$ cat src/rtl/lpcd_pkg.sv
// Functional notes
// - leave-parked command 0x0006 unparks named link
// - handle 12 bits, 0x0f00-0x0fff reserved
// - status event first, later mode change
// - service request 0x0007, seven fields ordered
// - flags reserved; service types 0,1,2 valid
// - token rate, peak bandwidth four bytes
// - latency, delay variation four bytes microseconds
// - status event, then done event, no complete
// - peer may also raise done event
// - slave asks master; master asks slave
// - link manager decides parameters satisfiable
// - role query 0x0009 returns status, handle, role
// - status zero success, nonzero error code
// - role 0x00 master, 0x01 slave
// - returned handle equals queried handle
// - role query ends with complete event
// - events sent only when unmasked
package lpcd_pkg;
	localparam logic [9:0] CODE_LEAVE_PARK = 10'h006;
	localparam logic [9:0] CODE_SVC_QUALITY = 10'h007;
	localparam logic [9:0] CODE_ROLE_QUERY = 10'h009;
	localparam int HANDLE_W = 12;
	localparam logic [11:0] HANDLE_MAX = 12'heff;
	localparam logic [7:0] SVC_NO_TRAFFIC = 8'h00;
	localparam logic [7:0] SVC_BEST_EFFORT = 8'h01;
	localparam logic [7:0] SVC_GUARANTEED = 8'h02;
	localparam logic [7:0] ST_SUCCESS = 8'h00;
	localparam logic [7:0] ST_UNKNOWN_CMD = 8'h01;
	localparam logic [7:0] ST_NO_CONN = 8'h02;
	localparam logic [7:0] ST_BAD_PARAM = 8'h12;
	localparam logic [7:0] ROLE_MASTER = 8'h00;
	localparam logic [7:0] ROLE_SLAVE = 8'h01;
	localparam int N_LINKS = 8;
	localparam int IDX_W = 3;
	// event-mask bit positions
	localparam int EVM_STATUS = 0;
	localparam int EVM_COMPLETE = 1;
	localparam int EVM_MODE = 2;
	localparam int EVM_QOS = 3;
	typedef enum logic [2:0] {
		EV_NONE = 3'b000,
		EV_CMD_STATUS = 3'b001,
		EV_CMD_COMPLETE = 3'b010,
		EV_MODE_CHANGE = 3'b011,
		EV_QOS_DONE = 3'b100
	} lpcd_ev_t;
	typedef enum logic [1:0] {
		LM_OP_UNPARK = 2'b00,
		LM_OP_QOS_TO_MASTER = 2'b01,
		LM_OP_QOS_TO_SLAVE = 2'b10
	} lpcd_lmop_t;
endpackage

$ cat src/rtl/lpcd_decoder.sv
`timescale 1ns/1ps
module lpcd_decoder
	import lpcd_pkg::*;
(
	input wire logic mclk,
	input wire logic rst_b,
	// command in
	input wire logic cmd_valid,
	input wire logic [9:0] command_field_code,
	input wire logic [15:0] cmd_handle,
	input wire logic [7:0] cmd_flags,
	input wire logic [7:0] cmd_service_type,
	input wire logic [31:0] cmd_token_rate,
	input wire logic [31:0] cmd_peak_bw,
	input wire logic [31:0] cmd_latency_us,
	input wire logic [31:0] cmd_delay_var_us,
	output logic cmd_ready,
	input wire logic [3:0] event_mask,
	// link table maintenance from connection logic
	input wire logic link_set,
	input wire logic [IDX_W-1:0] link_set_idx,
	input wire logic [HANDLE_W-1:0] link_set_handle,
	input wire logic link_set_active,
	input wire logic link_set_parked,
	input wire logic link_set_slave,
	// link manager request
	output logic lm_req,
	output logic [1:0] lm_op,
	output logic [HANDLE_W-1:0] lm_handle,
	output logic [7:0] lm_service_type,
	output logic [31:0] lm_token_rate,
	output logic [31:0] lm_peak_bw,
	output logic [31:0] lm_latency_us,
	output logic [31:0] lm_delay_var_us,
	// link manager answer
	input wire logic lm_done,
	input wire logic [7:0] lm_status,
	input wire logic [7:0] lm_service_type_g,
	input wire logic [31:0] lm_token_rate_g,
	input wire logic [31:0] lm_peak_bw_g,
	input wire logic [31:0] lm_latency_g,
	input wire logic [31:0] lm_delay_var_g,
	input wire logic lm_remote_qos,
	// event out
	output logic ev_valid,
	output logic [2:0] ev_code,
	output logic [9:0] ev_opcode,
	output logic [7:0] ev_status,
	output logic [HANDLE_W-1:0] ev_handle,
	output logic [7:0] ev_role,
	output logic [7:0] ev_service_type,
	output logic [31:0] ev_token_rate,
	output logic [31:0] ev_peak_bw,
	output logic [31:0] ev_latency_us,
	output logic [31:0] ev_delay_var_us
);
	typedef enum logic [2:0] {
		S_IDLE = 3'b000,
		S_LOOK = 3'b001,
		S_READ = 3'b010,
		S_CHECK = 3'b011,
		S_WAIT_LM = 3'b100
	} lpcd_st_t;

	// ==========================================================
	// state
	// ==========================================================
	lpcd_st_t st_q, st_d;
	logic [9:0] op_q, op_d;
	logic [HANDLE_W-1:0] hdl_q, hdl_d;
	logic hdl_rsv_q, hdl_rsv_d;
	logic [7:0] svc_q, svc_d;
	logic [31:0] tok_q, tok_d, pk_q, pk_d, lat_q, lat_d, dv_q, dv_d;
	logic [IDX_W-1:0] idx_q, idx_d;
	logic lm_req_q, lm_req_d;
	logic [1:0] lm_op_q, lm_op_d;
	logic ev_valid_q, ev_valid_d;
	lpcd_ev_t ev_code_q, ev_code_d;
	logic [7:0] ev_st_q, ev_st_d, ev_role_q, ev_role_d, ev_svc_q, ev_svc_d;
	logic [31:0] ev_tok_q, ev_tok_d, ev_pk_q, ev_pk_d, ev_lat_q, ev_lat_d;
	logic [31:0] ev_dv_q, ev_dv_d;
	logic ready_q, ready_d;
	logic park_clr;

	logic map_hit, rd_active, rd_parked, rd_slave;
	logic [IDX_W-1:0] map_idx;

	lpcd_handle_map u_map (
		.mclk(mclk),
		.rst_b(rst_b),
		.set_en(link_set),
		.set_idx(link_set_idx),
		.set_handle(link_set_handle),
		.look_handle(hdl_q),
		.hit(map_hit),
		.hit_idx(map_idx)
	);

	lpcd_link_table u_tab (
		.mclk(mclk),
		.rst_b(rst_b),
		.wr_en(link_set),
		.wr_idx(link_set_idx),
		.wr_active(link_set_active),
		.wr_parked(link_set_parked),
		.wr_slave(link_set_slave),
		.park_clr(park_clr),
		.park_idx(idx_q),
		.rd_idx(idx_d),
		.rd_active(rd_active),
		.rd_parked(rd_parked),
		.rd_slave(rd_slave)
	);

	// event gate: masked events simply do not appear
	function automatic logic ev_on(input lpcd_ev_t c, input logic [3:0] m);
		case (c)
			EV_CMD_STATUS: ev_on = m[EVM_STATUS];
			EV_CMD_COMPLETE: ev_on = m[EVM_COMPLETE];
			EV_MODE_CHANGE: ev_on = m[EVM_MODE];
			EV_QOS_DONE: ev_on = m[EVM_QOS];
			default: ev_on = 1'b0;
		endcase
	endfunction

	// ==========================================================
	// next state
	// ==========================================================
	always_comb begin
		logic [7:0] err;
		logic link_ok;
		err = ST_SUCCESS;
		link_ok = 1'b0;
		st_d = st_q;
		op_d = op_q;
		hdl_d = hdl_q;
		hdl_rsv_d = hdl_rsv_q;
		svc_d = svc_q;
		tok_d = tok_q;
		pk_d = pk_q;
		lat_d = lat_q;
		dv_d = dv_q;
		idx_d = idx_q;
		lm_req_d = 1'b0;
		lm_op_d = lm_op_q;
		ev_valid_d = 1'b0;
		ev_code_d = ev_code_q;
		ev_st_d = ev_st_q;
		ev_role_d = ev_role_q;
		ev_svc_d = ev_svc_q;
		ev_tok_d = ev_tok_q;
		ev_pk_d = ev_pk_q;
		ev_lat_d = ev_lat_q;
		ev_dv_d = ev_dv_q;
		ready_d = ready_q;
		park_clr = 1'b0;
		case (st_q)
			S_IDLE: begin
				ready_d = 1'b1;
				if (cmd_valid && ready_q) begin
					ready_d = 1'b0;
					op_d = command_field_code;
					hdl_d = cmd_handle[HANDLE_W-1:0];
					hdl_rsv_d = (cmd_handle[HANDLE_W-1:0] > HANDLE_MAX);
					svc_d = cmd_service_type;
					tok_d = cmd_token_rate;
					pk_d = cmd_peak_bw;
					lat_d = cmd_latency_us;
					dv_d = cmd_delay_var_us;
					st_d = S_LOOK;
				end
			end
			S_LOOK: begin
				st_d = S_READ;
			end
			S_READ: begin
				idx_d = map_idx;
				st_d = S_CHECK;
			end
			S_CHECK: begin
				link_ok = map_hit && rd_active && !hdl_rsv_q;
				if (!link_ok) begin
					err = ST_NO_CONN;
				end
				if (op_q == CODE_LEAVE_PARK && link_ok && !rd_parked) begin
					err = ST_BAD_PARAM;
				end
				if (op_q == CODE_SVC_QUALITY && link_ok && svc_q > SVC_GUARANTEED) begin
					err = ST_BAD_PARAM;
				end
				if (op_q != CODE_LEAVE_PARK && op_q != CODE_SVC_QUALITY
					&& op_q != CODE_ROLE_QUERY) begin
					err = ST_UNKNOWN_CMD;
				end
				ev_st_d = err;
				ev_role_d = rd_slave ? ROLE_SLAVE : ROLE_MASTER;
				if (op_q == CODE_ROLE_QUERY) begin
					ev_code_d = EV_CMD_COMPLETE;
					ev_valid_d = ev_on(EV_CMD_COMPLETE, event_mask);
					st_d = S_IDLE;
				end else begin
					ev_code_d = EV_CMD_STATUS;
					ev_valid_d = ev_on(EV_CMD_STATUS, event_mask);
					if (err == ST_SUCCESS) begin
						lm_req_d = 1'b1;
						if (op_q == CODE_LEAVE_PARK) begin
							lm_op_d = LM_OP_UNPARK;
						end else if (rd_slave) begin
							lm_op_d = LM_OP_QOS_TO_MASTER;
						end else begin
							lm_op_d = LM_OP_QOS_TO_SLAVE;
						end
						st_d = S_WAIT_LM;
					end else begin
						st_d = S_IDLE;
					end
				end
			end
			S_WAIT_LM: begin
				if (lm_done) begin
					ev_st_d = lm_status;
					if (op_q == CODE_LEAVE_PARK) begin
						ev_code_d = EV_MODE_CHANGE;
						ev_valid_d = ev_on(EV_MODE_CHANGE, event_mask);
						park_clr = (lm_status == ST_SUCCESS);
					end else begin
						ev_code_d = EV_QOS_DONE;
						ev_valid_d = ev_on(EV_QOS_DONE, event_mask);
						ev_svc_d = lm_service_type_g;
						ev_tok_d = lm_token_rate_g;
						ev_pk_d = lm_peak_bw_g;
						ev_lat_d = lm_latency_g;
						ev_dv_d = lm_delay_var_g;
					end
					st_d = S_IDLE;
				end
			end
			default: begin
				st_d = S_IDLE;
			end
		endcase
		// unsolicited done event from peer negotiation
		if (lm_remote_qos && st_q != S_WAIT_LM && !ev_valid_d) begin
			ev_code_d = EV_QOS_DONE;
			ev_valid_d = ev_on(EV_QOS_DONE, event_mask);
			ev_st_d = lm_status;
			ev_svc_d = lm_service_type_g;
			ev_tok_d = lm_token_rate_g;
			ev_pk_d = lm_peak_bw_g;
			ev_lat_d = lm_latency_g;
			ev_dv_d = lm_delay_var_g;
		end
	end

	// ==========================================================
	// registers
	// ==========================================================
	always_ff @(posedge mclk) begin
		if (!rst_b) begin
			st_q <= S_IDLE;
			op_q <= '0;
			hdl_q <= '0;
			hdl_rsv_q <= 1'b0;
			svc_q <= '0;
			tok_q <= '0;
			pk_q <= '0;
			lat_q <= '0;
			dv_q <= '0;
			idx_q <= '0;
			lm_req_q <= 1'b0;
			lm_op_q <= LM_OP_UNPARK;
			ev_valid_q <= 1'b0;
			ev_code_q <= EV_NONE;
			ev_st_q <= '0;
			ev_role_q <= '0;
			ev_svc_q <= '0;
			ev_tok_q <= '0;
			ev_pk_q <= '0;
			ev_lat_q <= '0;
			ev_dv_q <= '0;
			ready_q <= 1'b0;
		end else begin
			st_q <= st_d;
			op_q <= op_d;
			hdl_q <= hdl_d;
			hdl_rsv_q <= hdl_rsv_d;
			svc_q <= svc_d;
			tok_q <= tok_d;
			pk_q <= pk_d;
			lat_q <= lat_d;
			dv_q <= dv_d;
			idx_q <= idx_d;
			lm_req_q <= lm_req_d;
			lm_op_q <= lm_op_d;
			ev_valid_q <= ev_valid_d;
			ev_code_q <= ev_code_d;
			ev_st_q <= ev_st_d;
			ev_role_q <= ev_role_d;
			ev_svc_q <= ev_svc_d;
			ev_tok_q <= ev_tok_d;
			ev_pk_q <= ev_pk_d;
			ev_lat_q <= ev_lat_d;
			ev_dv_q <= ev_dv_d;
			ready_q <= ready_d;
		end
	end

	assign cmd_ready = ready_q;
	assign lm_req = lm_req_q;
	assign lm_op = lm_op_q;
	assign lm_handle = hdl_q;
	assign lm_service_type = svc_q;
	assign lm_token_rate = tok_q;
	assign lm_peak_bw = pk_q;
	assign lm_latency_us = lat_q;
	assign lm_delay_var_us = dv_q;
	assign ev_valid = ev_valid_q;
	assign ev_code = ev_code_q;
	assign ev_opcode = op_q;
	assign ev_status = ev_st_q;
	assign ev_handle = hdl_q;
	assign ev_role = ev_role_q;
	assign ev_service_type = ev_svc_q;
	assign ev_token_rate = ev_tok_q;
	assign ev_peak_bw = ev_pk_q;
	assign ev_latency_us = ev_lat_q;
	assign ev_delay_var_us = ev_dv_q;
endmodule // lpcd_decoder

$ cat src/rtl/lpcd_link_table.sv
`timescale 1ns/1ps
// per-link state: active async link, parked, local role slave
module lpcd_link_table
	import lpcd_pkg::*;
(
	input wire logic mclk,
	input wire logic rst_b,
	input wire logic wr_en,
	input wire logic [IDX_W-1:0] wr_idx,
	input wire logic wr_active,
	input wire logic wr_parked,
	input wire logic wr_slave,
	input wire logic park_clr,
	input wire logic [IDX_W-1:0] park_idx,
	input wire logic [IDX_W-1:0] rd_idx,
	output logic rd_active,
	output logic rd_parked,
	output logic rd_slave
);
	logic [N_LINKS-1:0] act_q, act_d, prk_q, prk_d, slv_q, slv_d;
	logic rd_a_q, rd_p_q, rd_s_q;

	genvar g;
	generate
		for (g = 0; g < N_LINKS; g++) begin : g_ent
			always_comb begin
				act_d[g] = act_q[g];
				prk_d[g] = prk_q[g];
				slv_d[g] = slv_q[g];
				if (park_clr && park_idx == IDX_W'(g)) begin
					prk_d[g] = 1'b0;
				end
				if (wr_en && wr_idx == IDX_W'(g)) begin
					act_d[g] = wr_active;
					prk_d[g] = wr_parked;
					slv_d[g] = wr_slave;
				end
			end
		end
	endgenerate

	always_ff @(posedge mclk) begin
		if (!rst_b) begin
			act_q <= '0;
			prk_q <= '0;
			slv_q <= '0;
			rd_a_q <= 1'b0;
			rd_p_q <= 1'b0;
			rd_s_q <= 1'b0;
		end else begin
			act_q <= act_d;
			prk_q <= prk_d;
			slv_q <= slv_d;
			rd_a_q <= act_q[rd_idx];
			rd_p_q <= prk_q[rd_idx];
			rd_s_q <= slv_q[rd_idx];
		end
	end
	assign rd_active = rd_a_q;
	assign rd_parked = rd_p_q;
	assign rd_slave = rd_s_q;
endmodule // lpcd_link_table

$ cat src/rtl/lpcd_handle_map.sv
`timescale 1ns/1ps
// associative map from 12-bit handle to link slot index
module lpcd_handle_map
	import lpcd_pkg::*;
(
	input wire logic mclk,
	input wire logic rst_b,
	input wire logic set_en,
	input wire logic [IDX_W-1:0] set_idx,
	input wire logic [HANDLE_W-1:0] set_handle,
	input wire logic [HANDLE_W-1:0] look_handle,
	output logic hit,
	output logic [IDX_W-1:0] hit_idx
);
	logic [HANDLE_W-1:0] hdl_q [N_LINKS];
	logic [N_LINKS-1:0] match;
	logic hit_q;
	logic [IDX_W-1:0] idx_q;
	logic [IDX_W-1:0] idx_d;

	genvar g;
	generate
		for (g = 0; g < N_LINKS; g++) begin : g_ent
			assign match[g] = (hdl_q[g] == look_handle);
			always_ff @(posedge mclk) begin
				if (!rst_b) begin
					hdl_q[g] <= 12'hfff;
				end else if (set_en && set_idx == IDX_W'(g)) begin
					hdl_q[g] <= set_handle;
				end
			end
		end
	endgenerate

	always_comb begin
		idx_d = '0;
		for (int i = N_LINKS - 1; i >= 0; i--) begin
			if (match[i]) begin
				idx_d = IDX_W'(i);
			end
		end
	end

	always_ff @(posedge mclk) begin
		if (!rst_b) begin
			hit_q <= 1'b0;
			idx_q <= '0;
		end else begin
			hit_q <= |match;
			idx_q <= idx_d;
		end
	end
	assign hit = hit_q;
	assign hit_idx = idx_q;
endmodule // lpcd_handle_map

$ cat config.mk
export PLATFORM = sky130hd
export DESIGN_NAME = lpcd_decoder
export DESIGN_NICKNAME = d
export VERILOG_FILES = /design/src/rtl/lpcd_pkg.sv /design/src/rtl/lpcd_decoder.sv /design/src/rtl/lpcd_link_table.sv /design/src/rtl/lpcd_handle_map.sv
export SDC_FILE = /design/constraint.sdc
export NUM_CORES = 1
export LEC_CHECK = 0
export ABC_CLOCK_PERIOD_IN_PS = 2550
export BUFFER_PORTS_ARGS = -buffer_cell sky130_fd_sc_hd__buf_2
export CORE_AREA = 2 2 259 261
export CTS_BUF_LIST = sky130_fd_sc_hd__clkbuf_16
export DETAILED_ROUTE_END_ITERATION = 7
export DIE_AREA = 0 0 261 263
export SLEW_MARGIN = 10
export SYNTH_ARGS = -nofsm -noshare
export SYNTH_HDL_FRONTEND = slang
export SYNTH_HIERARCHICAL = 1
export SYNTH_SLANG_ARGS = --single-unit
$ cat constraint.sdc
create_clock -name mclk -period 2.55 [get_ports mclk]
set_clock_uncertainty 0.15 [all_clocks]
set_input_delay 0.6375 -clock mclk [delete_from_list [all_inputs] [get_ports mclk]]
set_output_delay 0.6375 -clock mclk [all_outputs]
set_load 0.03 [all_outputs]
=== Yosys cells after proc, flatten, opt, wreduce, memory -nomap -nowiden ===
Memory sizes are Yosys's and may differ from the RTL's.
Index checks and enable logic that the tools add are counted.

* Flip-flop bits (word level): 356
* Bits in latches: 0
* Memory bits (writable): 96
* ROM bits: 0
* Bits of input ports: 342
* Output and inout port bits: 330
* Word-level logic and storage cells: 279
* Memories: 1

{| class="wikitable"
|+ Memory list
! memory !! words !! bits a word !! rd ports !! clocked after Yosys merged registers in !! write ports !! RTL line !! text
|-
| u_map.hdl_q || 8 || 12 || 8 || 0 || 8 || lpcd_handle_map.sv:15 || <nowiki>logic [HANDLE_W-1:0] hdl_q [N_LINKS];</nowiki>
|}

* Add/subtract/negate cells: 0
* $mul: 0
* Div/mod/pow operators: 0
* Order comparisons: 3
* Equality and inequality tests: 37
* Shift operators: 0
* Muxes and demuxes: 114
* Bitwise operators: 11
* Reduce and logical (&&, ||, !) cells: 59

{| class="wikitable"
|+ Operators with widths
! operator !! number
|-
| 32-bit 2-to-1 mux || 16
|-
| 12-bit equality test || 8
|-
| 12-bit 2-to-1 mux || 8
|-
| 8-bit 2-to-1 mux || 10
|-
| 1-bit 2-to-1 mux || 55
|-
| 3-bit 2-to-1 mux || 12
|-
| 3-bit equality test (second input constant) || 9
|-
| 1-bit logical AND || 27
|-
| 2-bit nonzero test || 11
|-
| 10-bit by 3-bit equality test with 1-bit output (second input constant) || 2
|-
| 10-bit by 3-bit != test with 1-bit output (second input constant) || 2
|-
| 3-bit by 2-bit equality test with 1-bit output (second input constant) || 6
|-
| 8-bit zero test || 2
|-
| 8-bit case mux with 2 select lines || 1
|-
| 3-bit case mux with 5 select lines || 1
|-
| 12-bit greater-than comparator (second input constant) || 1
|-
| 2-bit 2-to-1 mux || 6
|-
| 10-bit by 4-bit equality test with 1-bit output (second input constant) || 1
|-
| 10-bit by 4-bit != test with 1-bit output (second input constant) || 1
|-
| 1-bit binary-select mux with 3-bit select || 3
|-
| 3-bit by 1-bit equality test with 1-bit output (second input constant) || 3
|-
| 3-bit zero test || 3
|-
| 8-bit by 2-bit greater-than comparator with 1-bit output (second input constant) || 1
|-
| 1-bit bitwise OR || 8
|-
| 15 further kinds || 27
|}

=== Longest topological paths before layout ===
Gate-level depths: netlist of the first run.

* Depth after elaboration: 12
* Depth in mapped cells: 8
* Gate-level depth less buffers: 7

=== Modules after synthesis ===
Netlist of the first run, hierarchy kept.

{| class="wikitable"
|+ By module, submodules not included
! module !! times used !! cells each !! area an instance (µm²) !! seq. area each (µm²)
|-
| lpcd_decoder || 1 || 1438 || 12091.6 || 6366.1
|-
| lpcd_handle_map || 1 || 382 || 4953.5 || 2962.8
|-
| lpcd_link_table || 1 || 127 || 1300.0 || 540.5
|}

=== Least setup slack after synthesis of the first run ===
No wires, ideal clock.

* Kind: reg-to-reg
* Start point: register op_q[3], in the netlist ev_opcode[3]
* End point: register ev_tok_q[10], in the netlist ev_token_rate[10]
* Library setup time: 0.120 ns
* Arrival time: 2.342 ns
* Data required time: 2.280 ns
* Path slack: -0.061 ns
* Cell stages (with the launch flop): 8
* Path buffers: 2
* Clock period less this slack: 2.611 ns
* Cells stage by stage: dfxtp_1 > or4bb_1 > or3_1 > a31o_2 > o22a_1 > buf_6 > buf_6 > mux2i_1

* Cells in the longest elaborated chain, start to end: 8
* Elaborated cells between the ends (all ways): 13
* Classes of those cells: 3 x eq/ne; 5 x mux; 5 x reduce/logical

{| class="wikitable"
|+ Ends and longest elaborated chain
! what !! RTL line !! text
|-
| start: declaration || lpcd_decoder.sv:69 || <nowiki>logic [9:0] op_q, op_d;</nowiki>
|-
| start signal: assignment || lpcd_decoder.sv:284 || <nowiki>op_q <= op_d;</nowiki>
|-
| 10-bit by 3-bit equality test with 1-bit output || lpcd_decoder.sv:222 || <nowiki>if (op_q == CODE_LEAVE_PARK) begin</nowiki>
|-
| 1-bit 2-to-1 mux || lpcd_decoder.sv:222 ||
|-
| 1-bit 2-to-1 mux || lpcd_decoder.sv:220 || <nowiki>if (lm_done) begin</nowiki>
|-
| 1-bit case mux with 2 select lines || lpcd_decoder.sv:157 || <nowiki>case (st_q)</nowiki>
|-
| 1-bit zero test || lpcd_decoder.sv:243 || <nowiki>if (lm_remote_qos && st_q != S_WAIT_LM && !ev_valid_d) begin</nowiki>
|-
| 1-bit logical AND || lpcd_decoder.sv:243 ||
|-
| 2-bit by 1-bit != test with 1-bit output (no source line) or 2-bit nonzero test (tied branches) || - ||
|-
| 3-bit AND reduction (no source line) || - ||
|-
| end signal: assignment || lpcd_decoder.sv:300 || <nowiki>ev_tok_q <= ev_tok_d;</nowiki>
|-
| end: declaration || lpcd_decoder.sv:80 || <nowiki>logic [31:0] ev_tok_q, ev_tok_d, ev_pk_q, ev_pk_d, ev_lat_q, ev_lat_d;</nowiki>
|}

Parallel ways exist; a longest one is shown, timed or not.
A chain may end at the register's enable or synchronous reset.

=== Worst setup path after layout of the first run ===
* Start point: register op_q[5], in the netlist ev_opcode[5]
* End point: register ev_lat_q[2], in the netlist ev_latency_us[2]

* Cells in the longest elaborated chain, start to end: 8
* Elaborated cells between the ends (all ways): 13
* Classes of those cells: 3 x eq/ne; 5 x mux; 5 x reduce/logical

{| class="wikitable"
|+ Ends and longest elaborated chain
! what !! RTL line !! text
|-
| 10-bit by 3-bit equality test with 1-bit output || lpcd_decoder.sv:222 ||
|-
| 1-bit 2-to-1 mux || lpcd_decoder.sv:222 ||
|-
| 1-bit 2-to-1 mux || lpcd_decoder.sv:220 ||
|-
| 1-bit case mux with 2 select lines || lpcd_decoder.sv:157 ||
|-
| 1-bit zero test || lpcd_decoder.sv:243 ||
|-
| 1-bit logical AND || lpcd_decoder.sv:243 ||
|-
| 2-bit by 1-bit != test with 1-bit output (no source line) or 2-bit nonzero test (tied branches) || - ||
|-
| 3-bit AND reduction (no source line) || - ||
|-
| end signal: assignment || lpcd_decoder.sv:302 || <nowiki>ev_lat_q <= ev_lat_d;</nowiki>
|-
| end: declaration || lpcd_decoder.sv:80 ||
|}

Parallel ways exist; a longest one is shown, timed or not.

==> impl_metrics.tcl, run 1 <==
set metrics [dict create \
    holdPathStages 3 \
    routedWlPerCell_um 18.18 \
    min_to "ev_token_rate[21]$_SDFFE_PN0P_" \
    hp-start "lm_token_rate_g[21]" \
    fin_cells 3503 \
    rr_worst_depth 6 \
    powerDensity_nw_per_um2 726.2 \
    crit_type "reg -> reg" \
    cts_max_level 2 \
    avgSynthCellArea_um2 9.422 \
    ff2ff_setup_slack_ns 0.02 \
    p_clk_share_pct 39.6 \
    final_common_cell "buf_2" \
    vias 15910 \
    cp-startpoint "ev_opcode[5]$_SDFFE_PN0P_" \
    critical_path.max_stage_delay_ns 0.58 \
    status "completed" \
    setup_tns_ns 0 \
    place_inst 3394 \
    ys.flop_type "dfxtp_1" \
    grt_pass1_vias 14780 \
    dr.pass1.iters 4 \
    max-cap-violations 0 \
    combPwrFrac_pct 16.4 \
    setup_violations 0 \
    switching_share_pct 29.32 \
    relSlewSlack_pct 50.18 \
    wl_um 63700 \
    holdWs_ns 0.1204 \
    finalHoldViolCount 0 \
    drv_slew 0 \
    vdd_ir_drop_max_uv 432.3 \
    cp_data_arrival_time_ns 2.86 \
    layout_common_cells "651 x buf_2, 615 x nand2_1, 345 x dfxtp_1" \
    cp-end-kind "register" \
    synth_edf_count 96 \
    drtIter0Drc 1241 \
    netSwitchingPower_mw 5.245 \
    ios 672 \
    crit_fanout 8 \
    worstMarginPinSlew_ns 0.7473 \
    synthArstFlopShare_pct 0 \
    worstPathRequired_ns 2.88 \
    synth_cell_types 67 \
    worstPathCellList "or4_4 > or3_4 > a31o_4 > o22a_4 > clkbuf_16 > mux2i_1" \
    cts_num_sinks 445 \
    r2r_end "ev_latency_us[2]$_SDFFE_PN0P_" \
    syn_inst 1947 \
    finalNetCount 2939 \
    coreArea_um2 65630 \
    antenna_found_initial 6 \
    drive_above_1_share_pct 32.92 \
    seq_area_frac_synth_pct 53.80 \
    ys_warn_count 6 \
    clock_latency_ns 0.59 \
    grt_pass1_wl_um 89180 \
    clk_pin_slew_ns 0.06 \
    p_seq_share_pct 44.1 \
    track_usage_pct 16.82 \
    worst_hold_path_type "in -> reg" \
    die_area_um2 68640 \
    gp_congestion 0.8411 \
    area_delta_synth_final_pct 34.27 \
    synth_area_um2 18350 \
    timing.fmax_mhz 395.2 \
    cts_max_path_buffers 3 \
    grt_max_degree 176 \
    grt-ovfl-total 0 \
    fp-row-count 94 \
    cpMaxStageDelayCell "or4_4" \
    die_w_um 261 \
    internal-power_mw 12.64 \
    port_buffers 652 \
    vias_per_cell 4.541 \
    dieHeight_um 263 \
    timing.final.crit_share_pct 99.23 \
    start_kind "register" \
    cts_tree "yes" \
    cts_buffers 50 \
    r2r_start "ev_opcode[5]$_SDFFE_PN0P_" \
    synth_seq_cells 445 \
    leakagePower_nw 10.98 \
    initial_core_util_pct 27.95 \
    rsz0062_at_grt "true" \
    min_period_ns 2.530 \
    drc_errors 0 \
    ant_nets 0 \
    cts_root_buf "clkbuf_16" \
    hpwl_um 45040 \
]
-- area by class of cell --
class | count | area (um^2)
inverter | 8 | 35.03
fill | 6687 | 41000
antenna | 2 | 5.005
sequential | 445 | 9874
clock inverter | 42 | 341.6
timing repair buffer | 748 | 4312
tap | 864 | 1081
clock buffer | 50 | 1251
multi-input combinational | 1344 | 7732
-- how the worst max path moves through the flow --
stage / to / cells after the start / slack, ns
6_report: ev_latency_us[2]$_SDFFE_PN0P_ / 6 / 0.02
5_1_grt: ev_latency_us[14]$_SDFFE_PN0P_ / 6 / -0.02
4_1_cts: ev_peak_bw[27]$_SDFFE_PN0P_ / 6 / 0.002
3_5_place_dp: ev_peak_bw[27]$_SDFFE_PN0P_ / 6 / -0.19
3_3_place_gp: ev_service_type[0]$_SDFFE_PN0P_ / 6 / -0.11
2_1_floorplan: ev_token_rate[10]$_SDFFE_PN0P_ / 7 / 0.01
-- power groups by stage --
stage / clock network, mW / registers (mW) / logic, mW
3_3_place_gp: 0 / 8.03 / 2.86
5_1_grt: 7.55 / 7.94 / 3.14
3_5_place_dp: 0 / 8.04 / 2.87
2_1_floorplan: 0 / 8.65 / 1.15
6_report: 7.07 / 7.89 / 2.93
4_1_cts: 7.28 / 7.89 / 2.88
-- cell usage after synthesis, types with 3 or more instances --
| cell | count | share of area (%) |
|---|---|---|
| nand2_1 | 617 | 13 |
| dfxtp_1 | 349 | 38 |
| a21oi_1 | 181 | 4.9 |
| mux2i_1 | 155 | 8.5 |
| clkbuf_1 | 107 | 2.2 |
| edfxtp_1 | 96 | 16 |
| or3_1 | 77 | 2.6 |
| xor2_1 | 56 | 2.7 |
| xnor2_1 | 41 | 2.0 |
| nor2_1 | 34 | 0.70 |
| buf_4 | 25 | 1.0 |
| buf_6 | 21 | 1.3 |
| or2_1 | 20 | 0.68 |
| nor4_1 | 19 | 0.65 |
| nand3_1 | 12 | 0.33 |
| nand4_1 | 12 | 0.41 |
| o21ai_0 | 10 | 0.27 |
| or2_2 | 8 | 0.27 |
| inv_1 | 7 | 0.14 |
| nor3_1 | 7 | 0.19 |
| a32oi_1 | 5 | 0.24 |
| and2_1 | 5 | 0.17 |
| buf_2 | 5 | 0.14 |
| mux4_2 | 5 | 0.61 |
| nand3b_1 | 5 | 0.20 |
| nand2b_1 | 4 | 0.14 |
| nand4b_1 | 4 | 0.19 |
| and3_1 | 3 | 0.10 |
| mux2_2 | 3 | 0.18 |
| nand4bb_1 | 3 | 0.18 |
| o211ai_1 | 3 | 0.12 |
| o311ai_0 | 3 | 0.14 |
| o31ai_1 | 3 | 0.12 |
| or2_0 | 3 | 0.10 |
-- per-stage QoR --
step           util [%]  setup slack (ns)  power (mW)  cell area [um^2]
3_5_place_dp      34.57           -0.1942       10.91             22690
2_1_floorplan         -           0.01333       9.797             18370
3_3_place_gp      34.57           -0.1110       10.88             22690
4_1_cts           37.05          0.002292       18.05             24310
6_report          37.53           0.01959       17.89             24630
5_1_grt           37.53          -0.02301       18.63             24630
-- registers in the layout (all words and copies together) (netlist names), 10 cells and up --
register	flops
ev_delay_var_us	32
ev_latency_us	32
lm_token_rate	32
ev_opcode	10
lm_delay_var_us	32
ev_handle	12
lm_peak_bw	32
ev_peak_bw	32
u_map/hdl_q	96
ev_token_rate	32
lm_latency_us	32
-- layer usage --
layer  share of wire [%]  up-vias  global-route usage (%)
li1                    -     7834                       -
met1                  43     7451                   20.91
met2                  47      520                   28.16
met3                 7.6       95                   4.391
met4                 2.5        8                   5.544
met5               0.086        -                       0
-- cells by family after synthesis --
kind of cell | Yosys count | synth area share (%)
AOI/OAI and AO/OA | 222 | 6.745
other | 1 | 0.02044
buffers and inverters | 167 | 4.822
xor gates and xnor gates | 97 | 4.631
and+or+nand+nor | 851 | 20.58
muxes | 164 | 9.398
DFF | 445 | 53.80
-- critical path: cells and delay by family (launching register included) --
kind / cells / cell delay (ns)
AND/OR/NAND/NOR: 2 / 0.98
AO/OA/AOI/OAI: 2 / 0.60
flip-flops: 1 / 0.32
buffers and inverters: 1 / 0.23
multiplexers: 1 / 0.12
-- repair_timing --
item	4_1_cts	5_1_grt
hold buffers	0	0
setup buffers	0	3
endpoints found under the setup margin	137	97
gates resized for setup	6	13
pin swaps	2	2
gates cloned	0	12
Note: power is estimated with default switching activity, not from simulation.
==> run 2, diff against run 1 <==
--- a/config.mk
+++ b/config.mk
@@ -11,6 +11,7 @@
 export CTS_BUF_LIST = sky130_fd_sc_hd__clkbuf_16
 export DETAILED_ROUTE_END_ITERATION = 7
 export DIE_AREA = 0 0 261 263
+export SETUP_SLACK_MARGIN = 0.3
 export SLEW_MARGIN = 10
 export SYNTH_ARGS = -nofsm -noshare
 export SYNTH_HDL_FRONTEND = slang
==> run 2 against run 1 <==
Net effect: the flow now finishes with violations (negative setup slack); total power rose by 1.6%; highest routed layer unchanged; sequential share of layout area fell by 0.80 points; combinational power grew 3%; routed wire length increased by 5.6%; register-to-register slack worse by 0.08 ns; clock power grew 3%; via count rose by 0.67%; core utilization up 0.88 points; non-clock buffer count increased by 11; cell count grew 0.40%.
==> impl_metrics.tcl, run 2 (synthesis results as in run 1) <==
set metrics [dict create \
    cts_max_level 2 \
    path_depth 8 \
    timing.fmax_mhz 383.4 \
    initial_core_util_pct 27.95 \
    critical_path.max_stage_delay_ns 0.57 \
    coreArea_um2 65630 \
    fin_cells 3517 \
    routedWlPerCell_um 19.12 \
    min_period_ns 2.608 \
    worstPathCellList "or4bb_4 > or3_4 > a31o_4 > o22a_4 > buf_12 > buf_4 > buf_12 > mux2i_1" \
    grt-ovfl-total 0 \
    nFillCells 6673 \
    leakagePower_nw 11.17 \
    combPwrFrac_pct 16.5 \
    track_usage_pct 18.11 \
    worst_hold_path_type "in -> reg" \
    cpMostUsedCell "buf_12" \
    powerDensity_nw_per_um2 720.9 \
    vias_per_cell 4.554 \
    antenna_found_initial 10 \
    cp-startpoint "ev_opcode[3]$_SDFFE_PN0P_" \
    worstPathRequired_ns 2.90 \
    largest_register_ffs 96 \
    met2_length_um 33490 \
    vdd_ir_drop_max_uv 446.9 \
    cts_root_buf "clkbuf_16" \
    internal-power_mw 12.88 \
    final.setup.worst_slack_ns -0.05791 \
    max-cap-violations 0 \
    grt_max_degree 159 \
    wl_um 67250 \
    path_buf_inv 3 \
    rsz0062_at_grt "true" \
    crit_fanout 7 \
    dieHeight_um 263 \
    drv_slew 0 \
    postLayoutCellArea_um2 25210 \
    netSwitchingPower_mw 5.291 \
    wirelength_met1_um 27210 \
    regMostFlops "u_map/hdl_q" \
    r2r_end "ev_token_rate[30]$_SDFFE_PN0P_" \
    drc_errors 0 \
    cp_data_arrival_time_ns 2.95 \
    ios 672 \
    top_layer "met5" \
    cp-end-kind "register" \
    cts_num_sinks 445 \
    place_inst 3379 \
    dr.pass1.iters 5 \
    relSlewSlack_pct 54.63 \
    cpMaxStageDelayCell "or4bb_4" \
    holdWs_ns 0.1254 \
    crit_type "reg -> reg" \
    die_w_um 261 \
    hpwl_um 48460 \
    timing.final.crit_share_pct 102.3 \
    ant_nets 0 \
    status "finished with violations" \
    hold_buffers 0 \
    clk_pin_slew_ns 0.06 \
    worstMarginPinSlew_ns 0.6805 \
    r2r_start "ev_opcode[3]$_SDFFE_PN0P_" \
    cts_max_path_buffers 3 \
    final_common_cell "buf_2" \
    die_area_um2 68640 \
    p_seq_share_pct 43.5 \
    port_buffers 652 \
    finalHoldViolCount 0 \
    p_clk_share_pct 39.9 \
    crit_end "ev_token_rate[30]$_SDFFE_PN0P_" \
    finalNetCount 2949 \
    grt_pass1_vias 14930 \
    gp_congestion 0.8788 \
    switching_share_pct 29.11 \
    drtIter0Drc 1184 \
    cts_buffers 51 \
    fp-row-count 94 \
    wl_met3_um 4884 \
    ff2ff_setup_slack_ns -0.06 \
    crit_family "simple AND/OR/NAND/NOR gates" \
    clock_latency_ns 0.59 \
    start_kind "register" \
    setup_tns_ns -1.132 \
    layout_common_cells "650 x buf_2, 615 x nand2_1, 330 x dfxtp_1" \
    grt_pass1_wl_um 94180 \
    drive_above_1_share_pct 34.42 \
    violations "negative setup slack" \
    area_delta_synth_final_pct 37.41 \
    vias 16020 \
    placed_area_um2 22590 \
    rr_worst_depth 8 \
    cts_tree "yes" \
    setup_violations 48 \
]
-- run 2: metrics by stage --
stage	power, mW	setup slack, ns	util, %
floorplan	9.809	0.07653	-
global placement	10.89	-0.006889	34.43
detailed placement	10.91	-0.05100	34.43
CTS	18.32	0.01222	37.56
global route	18.93	-0.09530	38.41
finish	18.17	-0.05791	38.41
-- run 2: worst min-delay path by stage --
stage                                      to                            from  cells past startpoint  slack [ns]
3_5_place_dp   lm_token_rate[27]$_SDFFE_PN0P_  lm_token_rate[27]$_SDFFE_PN0P_                      2        0.29
4_1_cts             ev_handle[5]$_SDFFE_PN0P_                   cmd_handle[5]                      3        0.07
5_1_grt         ev_token_rate[1]$_SDFFE_PN0P_              lm_token_rate_g[1]                      3        0.09
2_1_floorplan     u_tab/slv_q[1]$_SDFFE_PN0P_     u_tab/slv_q[1]$_SDFFE_PN0P_                      2        0.28
6_report            ev_handle[3]$_SDFFE_PN0P_                   cmd_handle[3]                      3        0.13
3_3_place_gp    lm_latency_us[4]$_SDFFE_PN0P_   lm_latency_us[4]$_SDFFE_PN0P_                      2        0.29
-- run 2: power by group through the flow --
stage / registers [mW] / clock network, mW / logic [mW]
4_1_cts: 7.91 / 7.48 / 2.93
5_1_grt: 7.96 / 7.75 / 3.23
6_report: 7.91 / 7.26 / 3.01
3_5_place_dp: 8.06 / 0 / 2.86
2_1_floorplan: 8.65 / 0 / 1.16
3_3_place_gp: 8.04 / 0 / 2.84
-- run 2: worst min-delay path: stages --
cell	delay (ns)
buf_2	0.10
nand2_1	0.05
a21oi_1	0.05
-- run 2: final cells by class --
class                   count  area, um^2  share of cell area [%]
inverters                   8       35.03                  0.1390
clock buffers              55        1376                   5.460
well taps                 864        1081                   4.288
repair buffers            759        4604                   18.27
diodes                      3       7.507                 0.02978
multi-input cells        1342        7913                   31.39
clock inverters            41       287.8                   1.142
flip-flops and latches    445        9903                   39.29
-- run 2: per-layer routing --
| metal | vias to the layer above | global-route usage (%) |
|---|---|---|
| met5 | - | 0 |
| met4 | 10 | 5.482 |
| met3 | 90 | 3.928 |
| met2 | 522 | 31.46 |
| met1 | 7549 | 22.25 |
| li1 | 7844 | - |
-- run 2: repair_timing --
action / CTS / global route
endpoints found under the setup margin: 176 / 166
resized for setup: 58 / 38
hold endpoints to repair: 0 / 0
gates cloned: 3 / 14
setup buffers: 14 / 8
pin swaps: 18 / 22
==> run 3, diff against run 2 <==
--- a/config.mk
+++ b/config.mk
@@ -7,10 +7,13 @@
 export LEC_CHECK = 0
 export ABC_CLOCK_PERIOD_IN_PS = 2550
 export BUFFER_PORTS_ARGS = -buffer_cell sky130_fd_sc_hd__buf_2
-export CORE_AREA = 2 2 259 261
+export CELL_PAD_IN_SITES_DETAIL_PLACEMENT = 1
+export CELL_PAD_IN_SITES_GLOBAL_PLACEMENT = 1
+export CORE_AREA = 2 2 261 263
 export CTS_BUF_LIST = sky130_fd_sc_hd__clkbuf_16
 export DETAILED_ROUTE_END_ITERATION = 7
-export DIE_AREA = 0 0 261 263
+export DIE_AREA = 0 0 263 265
+export PLACE_DENSITY_LB_ADDON = 0.1
 export SETUP_SLACK_MARGIN = 0.3
 export SLEW_MARGIN = 10
 export SYNTH_ARGS = -nofsm -noshare
==> run 3 against run 2 <==
Net effect: the flow still finishes with violations (negative setup slack); largest cell class unchanged; fmax rose by 1.1%; die area up 1.5%; cell count up 0.45%; combinational power is 3% higher; clock power down 1%; highest routed layer unchanged; sequential share of layout area is essentially flat; via count up 2.6%; total power about the same; hold slack gained 0.0079 ns; largest power group unchanged; worst setup slack gained 0.027 ns; cell area increased by 0.16%; count of clock-buffer cells in the layout is 3 higher.
==> impl_metrics.tcl, run 3 (synthesis results as in run 1) <==
set metrics [dict create \
    max-cap-violations 0 \
    drc_errors 0 \
    p_clk_share_pct 39.4 \
    placed_area_um2 22800 \
    cts_root_buf "clkbuf_16" \
    track_usage_pct 21.28 \
    status "finished with violations" \
    wl_um 77860 \
    crit_type "reg -> reg" \
    cp-end-kind "register" \
    nFillCells 7823 \
    drive_above_1_share_pct 34.14 \
    internal-power_mw 12.86 \
    timing.final.crit_share_pct 101.2 \
    netSwitchingPower_mw 5.322 \
    cp_data_arrival_time_ns 2.94 \
    multi_input_area_um2 7865 \
    relSlewSlack_pct 42.23 \
    postLayoutCellArea_um2 25250 \
    powerDensity_nw_per_um2 720.1 \
    rsz0062_at_grt "true" \
    area_delta_synth_final_pct 37.63 \
    dieHeight_um 265 \
    min_period_ns 2.580 \
    drv_slew 0 \
    regMostFlops "u_map/hdl_q" \
    switching_share_pct 29.27 \
    coreArea_um2 66800 \
    power_mw 18.18 \
    vdd_ir_drop_max_uv 521.3 \
    worstMarginPinSlew_ns 0.8586 \
    fp-row-count 95 \
    finalHoldViolCount 0 \
    die_w_um 263 \
    finalNetCount 2956 \
    violations "negative setup slack" \
    drtIter0Drc 827 \
    crit_fanout 8 \
    worst_hold_path_type "in -> reg" \
    leakagePower_nw 11.21 \
    setup_tns_ns -0.5125 \
    fin_cells 3533 \
    clock_latency_ns 0.59 \
    ff2ff_setup_slack_ns -0.03 \
    grt-ovfl-total 0 \
    p_seq_share_pct 43.5 \
    initial_core_util_pct 27.46 \
    worstPathRequired_ns 2.91 \
    start_kind "register" \
    grt_max_degree 133 \
    routedWlPerCell_um 22.04 \
    grt_pass1_wl_um 111800 \
    vias_per_cell 4.651 \
    gp_congestion 0.8448 \
    hpwl_um 57880 \
    area.sequential_um2 9911 \
    largest_register_ffs 96 \
    ios 672 \
    final_common_cell "buf_2" \
    dr.pass1.iters 5 \
    layout_common_cells "648 x buf_2, 616 x nand2_1, 332 x dfxtp_1" \
    ant_nets 0 \
    cts_tree "yes" \
    setup_violations 49 \
    cts_num_sinks 445 \
    port_buffers 652 \
    place_inst 3401 \
    combPwrFrac_pct 17.1 \
    hold_buffers 0 \
    cts_max_path_buffers 3 \
    grt_pass1_vias 16890 \
    cts_max_level 2 \
    vias 16430 \
    cts_buffers 54 \
    clk_pin_slew_ns 0.06 \
    post-place-ws_ns -0.3295 \
    timing.fmax_mhz 387.5 \
    die_area_um2 69700 \
    antenna_found_initial 19 \
    final.setup.worst_slack_ns -0.03047 \
]
## run 3: cell type report
type	instances	area share (%)
clock buffers	58	5.748
clock inverters	38	0.7086
diodes	6	0.05946
repair buffers	763	18.62
flip-flops and latches	445	39.25
inverters	8	0.1388
multi-input cells	1342	31.15
well taps	873	4.326
## run 3: worst paths after layout
| path | end | startpoint | cells past startpoint |
|---|---|---|---|
| setup / recovery | ev_service_type[0]$_SDFFE_PN0P_ | ev_opcode[7]$_SDFFE_PN0P_ | 7 |
| hold / removal | ev_handle[4]$_SDFFE_PN0P_ | cmd_handle[4] | 3 |
| setup reg to reg | ev_service_type[0]$_SDFFE_PN0P_ | ev_opcode[7]$_SDFFE_PN0P_ | 7 |
| hold reg to reg | lm_token_rate[21]$_SDFFE_PN0P_ | lm_token_rate[21]$_SDFFE_PN0P_ | 2 |
## run 3: per-layer routing
metal | vias to the layer above | wire [um] | GRT usage [%]
li1 | 7864 | - | -
met1 | 8018 | 31530 | 24.66
met2 | 415 | 39950 | 38.82
met3 | 123 | 4283 | 4.942
met4 | 12 | 2018 | 6.332
met5 | - | 73 | 0
## run 3: repair_timing
action                     4_1_cts  5_1_grt
setup endpoints to repair      175      163
buffers inserted                12        3
gates cloned                    11        4
pin swaps                       15       17
resized for setup               57       24
## run 3: power groups by stage
| stage | clock network, mW | logic [mW] | registers (mW) |
|---|---|---|---|
| floorplan | 0 | 1.16 | 8.65 |
| detailed placement | 0 | 2.98 | 8.06 |
| CTS | 7.41 | 3.11 | 7.91 |
| global placement | 0 | 2.93 | 8.04 |
| global route | 7.70 | 3.33 | 7.96 |
| finish | 7.17 | 3.11 | 7.91 |
## run 3: metrics by stage
step	utilization, %	hold slack (ns)
2_1_floorplan	-	0.2820
3_3_place_gp	34.12	0.2898
3_5_place_dp	34.12	0.2934
4_1_cts	37.43	0.08380
5_1_grt	37.79	0.1064
6_report	37.80	0.1333
## run 3: worst max-delay path: stages, from the launching register on
cell	delay [ns]
dfxtp_4	0.35
or4_4	0.58
or3_4	0.36
a31o_4	0.24
o22a_4	0.26
buf_12	0.18
clkbuf_16	0.18
mux2i_1	0.17
